<file path="config.mk">
export PLATFORM = sky130hd
export DESIGN_NAME = ncs_notch_bank
export DESIGN_NICKNAME = d
export VERILOG_FILES = /design/src/verilog/ncs_pkg.sv /design/src/verilog/ncs_avalon_slave.sv /design/src/verilog/ncs_stage_reg.sv /design/src/verilog/ncs_notch_bank.sv
export SDC_FILE = /design/constraint.sdc
export NUM_CORES = 1
export LEC_CHECK = 0
export BUFFER_PORTS_ARGS = -buffer_cell sky130_fd_sc_hd__buf_2
export CAP_MARGIN = 20
export CORE_ASPECT_RATIO = 1.25
export CORE_MARGIN = 2
export CORE_UTILIZATION = 35
export DETAILED_ROUTE_END_ITERATION = 8
export GPL_TIMING_DRIVEN = 0
export HOLD_SLACK_MARGIN = 0.03
export SETUP_SLACK_MARGIN = 0.4
export SYNTH_ARGS = -nofsm -noshare
export SYNTH_HDL_FRONTEND = slang
export SYNTH_HIERARCHICAL = 1
export SYNTH_SLANG_ARGS = --single-unit
</file>
<file path="constraint.sdc">
create_clock -name mclk -period 1.95 [get_ports mclk]
set_input_delay 0.0975 -clock mclk [delete_from_list [all_inputs] [get_ports mclk]]
set_output_delay 0.0975 -clock mclk [all_outputs]
set_load 0.1 [all_outputs]
</file>
<file path="src/verilog/ncs_pkg.sv">
// Package: register map, field layout and bus types for notch staging
package ncs_pkg;

  // ==========================================================
  // Register indices (printed offsets are not multiples of 4)
  localparam logic [7:0] IDX_NOTCH0 = 8'h1B;
  localparam logic [7:0] IDX_NOTCH1 = 8'h1C;
  localparam logic [7:0] IDX_NOTCH2 = 8'h1D;
  localparam logic [7:0] IDX_NOTCH3 = 8'h1E;
  localparam logic [7:0] IDX_STATUS = 8'h1F;

  // ==========================================================
  // Field layout
  localparam int REG_W     = 9;
  localparam int COMMIT_B  = 8;
  localparam int FILT_ON_B = 7;
  localparam int HALF_W    = 7;
  localparam int COEF_W    = 14;
  localparam int NREG      = 4;

  // ==========================================================
  // Reset values and bus response codes
  localparam logic [8:0] NOTCH_RST = 9'h000;
  localparam logic [1:0] BUS_OK    = 2'h0;
  localparam logic [1:0] BUS_SLVER = 2'h2;

  // ==========================================================
  // Bus carrier
  typedef struct packed {
    logic        read;
    logic        write;
    logic [9:0]  address;
    logic [31:0] writedata;
  } ncs_req_t;

  typedef struct packed {
    logic        waitrequest;
    logic        readdatavalid;
    logic [1:0]  response;
    logic [31:0] readdata;
  } ncs_rsp_t;

  // Active filter settings
  typedef struct packed {
    logic              filterOn;
    logic [COEF_W-1:0] coefZero;
    logic [COEF_W-1:0] coefOne;
  } ncs_cfg_t;

  // Byte address to register index
  function automatic logic [7:0] ncs_index(input logic [9:0] addr);
    return addr[9:2];
  endfunction

endpackage

</file>
<file path="src/verilog/ncs_avalon_slave.sv">
// Avalon-MM slave front end: one wait cycle, then access strobe
`timescale 1ns/1ps
module ncs_avalon_slave (
  // Clock and reset
  input  wire logic           mclk,
  input  wire logic           rst_b,
  // Bus request
  input  wire ncs_pkg::ncs_req_t req,
  output logic                waitrequest,
  // Decoded access, one-cycle strobes
  output logic                accWr,
  output logic                accRd
);

  logic busy_reg;

  // First request cycle stalls; second cycle completes it
  always_ff @(posedge mclk or negedge rst_b) begin
    if (!rst_b) begin
      busy_reg <= 1'b0;
    end else if (busy_reg) begin
      busy_reg <= 1'b0;
    end else begin
      busy_reg <= req.read | req.write;
    end
  end

  // Low only on the completing cycle; a flop, so no glitch reaches pins
  always_ff @(posedge mclk or negedge rst_b) begin
    if (!rst_b) begin
      waitrequest <= 1'b1;
    end else if (busy_reg) begin
      waitrequest <= 1'b1;
    end else begin
      waitrequest <= ~(req.read | req.write);
    end
  end

  // Strobes valid only on the completing cycle
  assign accWr       = busy_reg & req.write;
  assign accRd       = busy_reg & req.read;

endmodule

</file>
<file path="src/verilog/ncs_stage_reg.sv">
// One staged notch register: staged word only; the pending flag is kept in the bank
`timescale 1ns/1ps
module ncs_stage_reg (
  // Clock and reset
  input  wire logic       mclk,
  input  wire logic       rst_b,
  // Write of this register
  input  wire logic       wrHit,
  input  wire logic [8:0] wrData,
  // Global commit strobe
  input  wire logic       commit,
  // Staged word, commit bit stripped
  output logic [7:0]      stagedVal
);

  logic [7:0] staged_reg;

  // Commit bit is never kept
  always_ff @(posedge mclk or negedge rst_b) begin
    if (!rst_b) begin
      staged_reg <= ncs_pkg::NOTCH_RST[7:0];
    end else if (wrHit) begin
      staged_reg <= wrData[7:0];
    end
  end

  assign stagedVal = staged_reg;

  // Commit handled by the bank; input kept for symmetry of timing
  logic unusedCommit;
  assign unusedCommit = commit;

endmodule

</file>
<file path="src/verilog/ncs_notch_bank.sv">
// Notch filter coefficient staging bank, Avalon-MM register slave
//
// The Avalon-MM slave port is this design's own decision.
`timescale 1ns/1ps
module ncs_notch_bank (
  // Clock and reset
  input  wire logic              mclk,
  input  wire logic              rst_b,
  // Avalon-MM slave
  input  wire logic              read,
  input  wire logic              write,
  input  wire logic [9:0]        address,
  input  wire logic [31:0]       writedata,
  output logic                   waitrequest,
  output logic [31:0]            readdata,
  output logic [1:0]             response,
  // Active filter settings
  output ncs_pkg::ncs_cfg_t      activeCfg,
  output logic                   commitPulse
);

  // ==========================================================
  // Bus front end
  ncs_pkg::ncs_req_t req;
  logic              accWr;
  logic              waitInt;
  logic              accStart;

  assign req.read      = read;
  assign req.write     = write;
  assign req.address   = address;
  assign req.writedata = writedata;

  ncs_avalon_slave u_slave (
    .mclk        (mclk),
    .rst_b       (rst_b),
    .req         (req),
    .waitrequest (waitInt),
    .accWr       (accWr),
    .accRd       ()
  );

  // Waitrequest comes straight from the slave's flop; high in reset
  assign waitrequest = waitInt;

  // Request seen while idle: high through the single wait cycle, which ends at the next edge
  assign accStart = waitInt & (read | write);

  // ==========================================================
  // Decode
  logic [7:0] idx;
  logic [3:0] wrHit;
  logic       mapped;
  logic       commitReq;

  assign idx = ncs_pkg::ncs_index(address);

  always_comb begin
    wrHit[0] = accWr && (idx == ncs_pkg::IDX_NOTCH0);
    wrHit[1] = accWr && (idx == ncs_pkg::IDX_NOTCH1);
    wrHit[2] = accWr && (idx == ncs_pkg::IDX_NOTCH2);
    wrHit[3] = accWr && (idx == ncs_pkg::IDX_NOTCH3);
    mapped   = (idx >= ncs_pkg::IDX_NOTCH0) &&
               (idx <= ncs_pkg::IDX_STATUS);
  end

  // Any notch write with bit 8 set commits all four
  assign commitReq = (|wrHit) && writedata[ncs_pkg::COMMIT_B];

  // ==========================================================
  // Staging registers
  logic [7:0] staged [ncs_pkg::NREG];

  genvar g;
  generate
    for (g = 0; g < ncs_pkg::NREG; g++) begin : gStage
      ncs_stage_reg u_stage (
        .mclk      (mclk),
        .rst_b     (rst_b),
        .wrHit     (wrHit[g]),
        .wrData    (writedata[8:0]),
        .commit    (commitReq),
        .stagedVal (staged[g])
      );
    end
  endgenerate

  // ==========================================================
  // Merged view: the word being written this cycle wins
  logic [7:0] merged [ncs_pkg::NREG];

  always_comb begin
    for (int i = 0; i < ncs_pkg::NREG; i++) begin
      merged[i] = wrHit[i] ? writedata[7:0] : staged[i];
    end
  end

  // ==========================================================
  // Active settings load only on commit
  always_ff @(posedge mclk or negedge rst_b) begin
    if (!rst_b) begin
      activeCfg <= '0;
    end else if (commitReq) begin
      activeCfg.filterOn <= merged[0][ncs_pkg::FILT_ON_B];
      activeCfg.coefZero <= {merged[0][6:0], merged[1][6:0]};
      activeCfg.coefOne  <= {merged[2][6:0], merged[3][6:0]};
    end
  end

  // Pulse marks the cycle the new settings appear
  always_ff @(posedge mclk or negedge rst_b) begin
    if (!rst_b) begin
      commitPulse <= 1'b0;
    end else begin
      commitPulse <= commitReq;
    end
  end

  // ==========================================================
  // Pending flag: a notch register written since the last commit
  logic pending_reg;

  always_ff @(posedge mclk or negedge rst_b) begin
    if (!rst_b) begin
      pending_reg <= 1'b0;
    end else if (commitReq) begin
      pending_reg <= 1'b0;
    end else if (|wrHit) begin
      pending_reg <= 1'b1;
    end
  end

  // ==========================================================
  // Read data: staged words (bit 7 on NOTCH0 only) and pending flag, commit bit always reads zero
  logic [31:0] rdNext;

  always_comb begin
    rdNext = 32'h0000_0000;
    unique case (idx)
      ncs_pkg::IDX_NOTCH0: rdNext = {24'h000000, staged[0]};
      ncs_pkg::IDX_NOTCH1: rdNext = {25'h0000000, staged[1][6:0]};
      ncs_pkg::IDX_NOTCH2: rdNext = {25'h0000000, staged[2][6:0]};
      ncs_pkg::IDX_NOTCH3: rdNext = {25'h0000000, staged[3][6:0]};
      ncs_pkg::IDX_STATUS: rdNext = {31'h00000000, pending_reg};
      default:             rdNext = 32'h0000_0000;
    endcase
  end

  // Loaded at the edge that ends the wait cycle, so data stand at the handshake edge;
  // relies on the master holding the address for the whole request
  always_ff @(posedge mclk or negedge rst_b) begin
    if (!rst_b) begin
      readdata <= 32'h0000_0000;
    end else if (accStart && read) begin
      readdata <= rdNext;
    end
  end

  // Unmapped read or write answers slave error
  always_ff @(posedge mclk or negedge rst_b) begin
    if (!rst_b) begin
      response <= ncs_pkg::BUS_OK;
    end else if (accStart) begin
      response <= mapped ? ncs_pkg::BUS_OK : ncs_pkg::BUS_SLVER;
    end
  end

endmodule

</file>
# After elaboration in Yosys (flattened, before gate mapping)
# Index checks and enable logic that the tools add are counted.
# totals
regBits	96
out_inout_bits	65
elab_cells	43
# classes
n_lt_le_gt_ge	2
n_eq_ne	5
mux	10
bitwise_logic	4
reduce_logical	9
# op_table
op	n
== test 8 x 5 -> 1 bit (second input constant)	5
one-hot mux 8 bit (5 select lines)	1
2-to-1 mux 7 bit	3
>= comparator 8 x 5 -> 1 bit (second input constant)	1
<= comparator 8 x 5 -> 1 bit (second input constant)	1
2-to-1 mux 8 bit	1
logical AND 1 bit	7
2-to-1 mux 1 bit	4
OR reduction 4 bit	1
AND 1 bit	2
2-to-1 mux 2 bit	1
nonzero test 2 bit	1
NOT 1 bit	1
bitwise OR 1 bit	1

# Depth between registers and ports, before layout
# logic_depth
depth_word	5
ltp_mapped	7
ltp_nobuf	6

# Cells and area by module
# Netlist, hierarchy kept.
# modules_own_cells
mod	n_inst	cells_per_inst	area_per_inst_um2	seq_area_each_um2
ncs_notch_bank	1	240	2302.2	1001.0
ncs_stage_reg	4	17	331.6	200.2
ncs_avalon_slave	1	6	83.8	51.3

# Least setup slack after synthesis
# Ideal clock, no wire load.
# synth_path
path_type	input -> register
start	input address[7]
end	register gStage[1].u_stage.staged_reg[0]
setup_time_ps	125
arrival_ps	1667
t_required_ps	1825
setup_slack_ps	158
path_stages	5
path_cell_list	nor4b_2 > nand4_2 > inv_1 > buf_6 > mux2_4
# synth_via
elab_chain_len	3
# synth_rtl
item	line_no	source
start: declaration	ncs_notch_bank.sv:12	input wire logic [9:0] address,
== test 8 x 5 -> 1 bit	ncs_notch_bank.sv:60	wrHit[1] = accWr && (idx == ncs_pkg::IDX_NOTCH1);
logical AND 1 bit	ncs_notch_bank.sv:60	
via wrHit[1]	ncs_notch_bank.sv:52	logic [3:0] wrHit;
2-to-1 mux 7 bit	-	
end signal: assignment	ncs_stage_reg.sv:21	staged_reg <= ncs_pkg::NOTCH_RST[7:0];
end signal: assignment	ncs_stage_reg.sv:23	staged_reg <= wrData[7:0];
end: declaration	ncs_stage_reg.sv:16	logic [7:0] staged_reg;
# The timed path passes the listed nets, and every way through them passes these cells.
# A chain may end at the register's enable or synchronous reset.

# Worst setup path after layout
# layout_path
start	register u_slave.busy_reg
end	register gStage[2].u_stage.staged_reg[0]
# layout_via
elab_chain_len	3
# layout_rtl
item	line_no	source
start: declaration	ncs_avalon_slave.sv:15	logic busy_reg;
start signal: assignment	ncs_avalon_slave.sv:24	busy_reg <= req.read | req.write;
AND 1 bit	ncs_avalon_slave.sv:40	assign accWr = busy_reg & req.write;
via accWr	ncs_notch_bank.sv:25	logic accWr;
logical AND 1 bit	ncs_notch_bank.sv:61	wrHit[2] = accWr && (idx == ncs_pkg::IDX_NOTCH2);
via wrHit[2]	ncs_notch_bank.sv:52	
2-to-1 mux 7 bit	-	
end signal: assignment	ncs_stage_reg.sv:21	
end signal: assignment	ncs_stage_reg.sv:23	
end: declaration	ncs_stage_reg.sv:16	
# The timed path passes the listed nets, and every way through them passes these cells.

==> metrics.txt <==
Tot GR Track Use=15.3%; first-pass GRT wire length=12.8 mm; met2 usage in global routing=25.8%; Worst R2R Setup Slack=360 ps; status=complete, no violations; initial antenna violation count=1; Period Utilization, post-route=81.7%; area delta synth->final=29.5%; Peak Freq=628 MHz; slowest stage cell, crit path=dfrtp_1; fin crit period=1590 ps; Final Net Count=459; Worst Setup End Kind=flop; largest net degree at the start of global routing=72; Post-Layout Cell Count=547; min-delay src=read; Ports=111; fin area=0.00464 sq mm; Worst R2R End=gStage[2].u_stage/stagedVal[0]$_DFFE_PN0P_; syn avg cell area=11.7 sq um; placed insts=519; Peak VDD IR=409 uV; setup slack at placement=-88.0 ps; vias in the first global route=2457; YS warnings=6; TritonCTS clock tree=yes; crit path launch type=flop; IO buf count=59; Hold WS=49.8 ps; drt first-iter violations=115; post-route worst setup slack=357 ps; reg-to-reg critical path startpoint=u_slave/busy_reg$_DFF_PN0_; DIE HEIGHT=117 microns; post-DR vias/cell=4.60; worst-margin pin slew=878 ps; number of fill cells in the layout=960; root buffer cell=clkbuf_16; clock-pin slew on the worst setup and hold paths=50 ps; TritonCTS Buffers=9; core area=0.0101 sq mm; GR Overflow Total=0; crit path kind=reg2reg; Clock Sinks=71; Final Setup Violations=0; FP Rows=41; met1 Resource Use GR=18.9%; worst-path cell chain=and2_4, nand3b_1, nor3_4, buf_6, mux2_4; die area=0.0111 sq mm; hpwl dp=6.03 mm; total power=4.03 mW; worst-path maximum fanout=7; worst-skew pair later-pin latency=320 ps; WHS Path Cells=2; number of remaining DRC errors=0; H-tree depth=3; DRT Pass-1 Iters=4; Final Hold Fails=0; RePlAce Congestion=0.739; Worst Hold End=u_slave/busy_reg$_DFF_PN0_; Max-Cap Viols=0; Slew Limit Fails=0; die width=94.5 microns; DP Area=0.00417 sq mm; RSZ-0062 raised after global routing=true; Synth Cell Area=0.00358 sq mm; PwrDens=868 mW/mm^2; Total Wirelength=8.13 mm; GR Layer Usage met3=4.03%; post-synthesis cell count=307; CP max stage delay=340 ps; via count=2517; Final Skew=3.42 ps; CP Data Arrival Time=1800 ps; Longest Clk Path Bufs=2; ant diodes=0; WL per Instance=14.9 microns; GR peak layer=met2; R2R cell count=5; CP Data Required Time=2160 ps; class of the worst hold path=in2reg; LEAKAGE=2.48 nW; Routed Antenna Nets=0; slew margin rel.=41.4%; Initial Utilization=35.7%; share of layout cells above drive strength 1=39.7%
stage by stage:
| step | util, % | setup TNS, ps |
|---|---|---|
| 4_1_cts | 45.6 | 0 |
| 3_3_place_gp | 41.4 | -606 |
| 6_report | 46.2 | 0 |
| 3_5_place_dp | 41.5 | -648 |
| 5_1_grt | 46.2 | 0 |
| 2_1_floorplan | - | 0 |
worst max-delay path by stage:
| stage | start | to | slack [ps] | cells past startpoint |
|---|---|---|---|---|
| final | u_slave/busy_reg$_DFF_PN0_ | gStage[2].u_stage/stagedVal[0]$_DFFE_PN0P_ | 360 | 5 |
| after global routing | u_slave/busy_reg$_DFF_PN0_ | gStage[2].u_stage/stagedVal[5]$_DFFE_PN0P_ | 320 | 5 |
| after CTS | u_slave/busy_reg$_DFF_PN0_ | activeCfg[0]$_DFFE_PN0P_ | 400 | 7 |
| after detailed placement | address[7] | gStage[2].u_stage/stagedVal[1]$_DFFE_PN0P_ | -90 | 6 |
| after global placement | address[7] | gStage[2].u_stage/stagedVal[1]$_DFFE_PN0P_ | -80 | 6 |
| after floorplan | address[7] | gStage[2].u_stage/stagedVal[0]$_DFFE_PN0P_ | 220 | 5 |
where the power goes:
group          switching [mW]  internal [mW]
logic                   0.571          0.147
registers              0.0351           1.53
clock network           0.560           1.19
total                    1.17           2.86
critical path: cells and delay by family (launching register included):
family / cells / cell delay (ps)
and+or+nand+nor: 3 / 610
DFF: 1 / 340
muxes: 1 / 310
buffers and inverters: 1 / 210
timing repair:
item | 4_1_cts | 5_1_grt
endpoints found under the hold margin | 73 | 0
gates resized for setup | 6 | 21
setup endpoints to repair | 52 | 60
setup buffers | 5 | 3
pin swaps | 2 | 4
hold buffers | 4 | 0
area by class of cell:
class / count / area, sq um / share of cell area [%]
clock inverter: 3 / 65.1 / 1.40
sequential: 71 / 1780 / 38.4
clock buffer: 13 / 260 / 5.61
buffer: 41 / 312 / 6.71
inverter: 5 / 18.8 / 0.404
timing repair buffer: 71 / 405 / 8.74
tap: 129 / 161 / 3.48
multi-input combinational: 214 / 1640 / 35.3
routing by layer:
layer / vias up / share of wire, %
met3: 15 / 5.0
met4: 2 / 2.1
li1: 1243 / -
met2: 65 / 51
met1: 1192 / 42
met5: - / 0.16
cell usage in the layout (no fill, tap or decap), drive strengths merged, types with 2 or more instances in the layout:
| master | n |
|---|---|
| inv | 5 |
| dfrtp | 70 |
| a211oi | 4 |
| nand2 | 27 |
| mux2 | 33 |
| nand3b | 7 |
| a221oi | 3 |
| a22o | 4 |
| and3b | 2 |
| nor2 | 16 |
| a21oi | 15 |
| o21ai | 25 |
| clkbuf | 20 |
| mux2i | 29 |
| bufinv | 2 |
| o21bai | 2 |
| nand4 | 2 |
| dlygate4sd3 | 4 |
| buf | 101 |
| and2 | 3 |
| conb | 25 |
| and3 | 3 |
| a22oi | 3 |
Power figures use the tool's default switching activity.
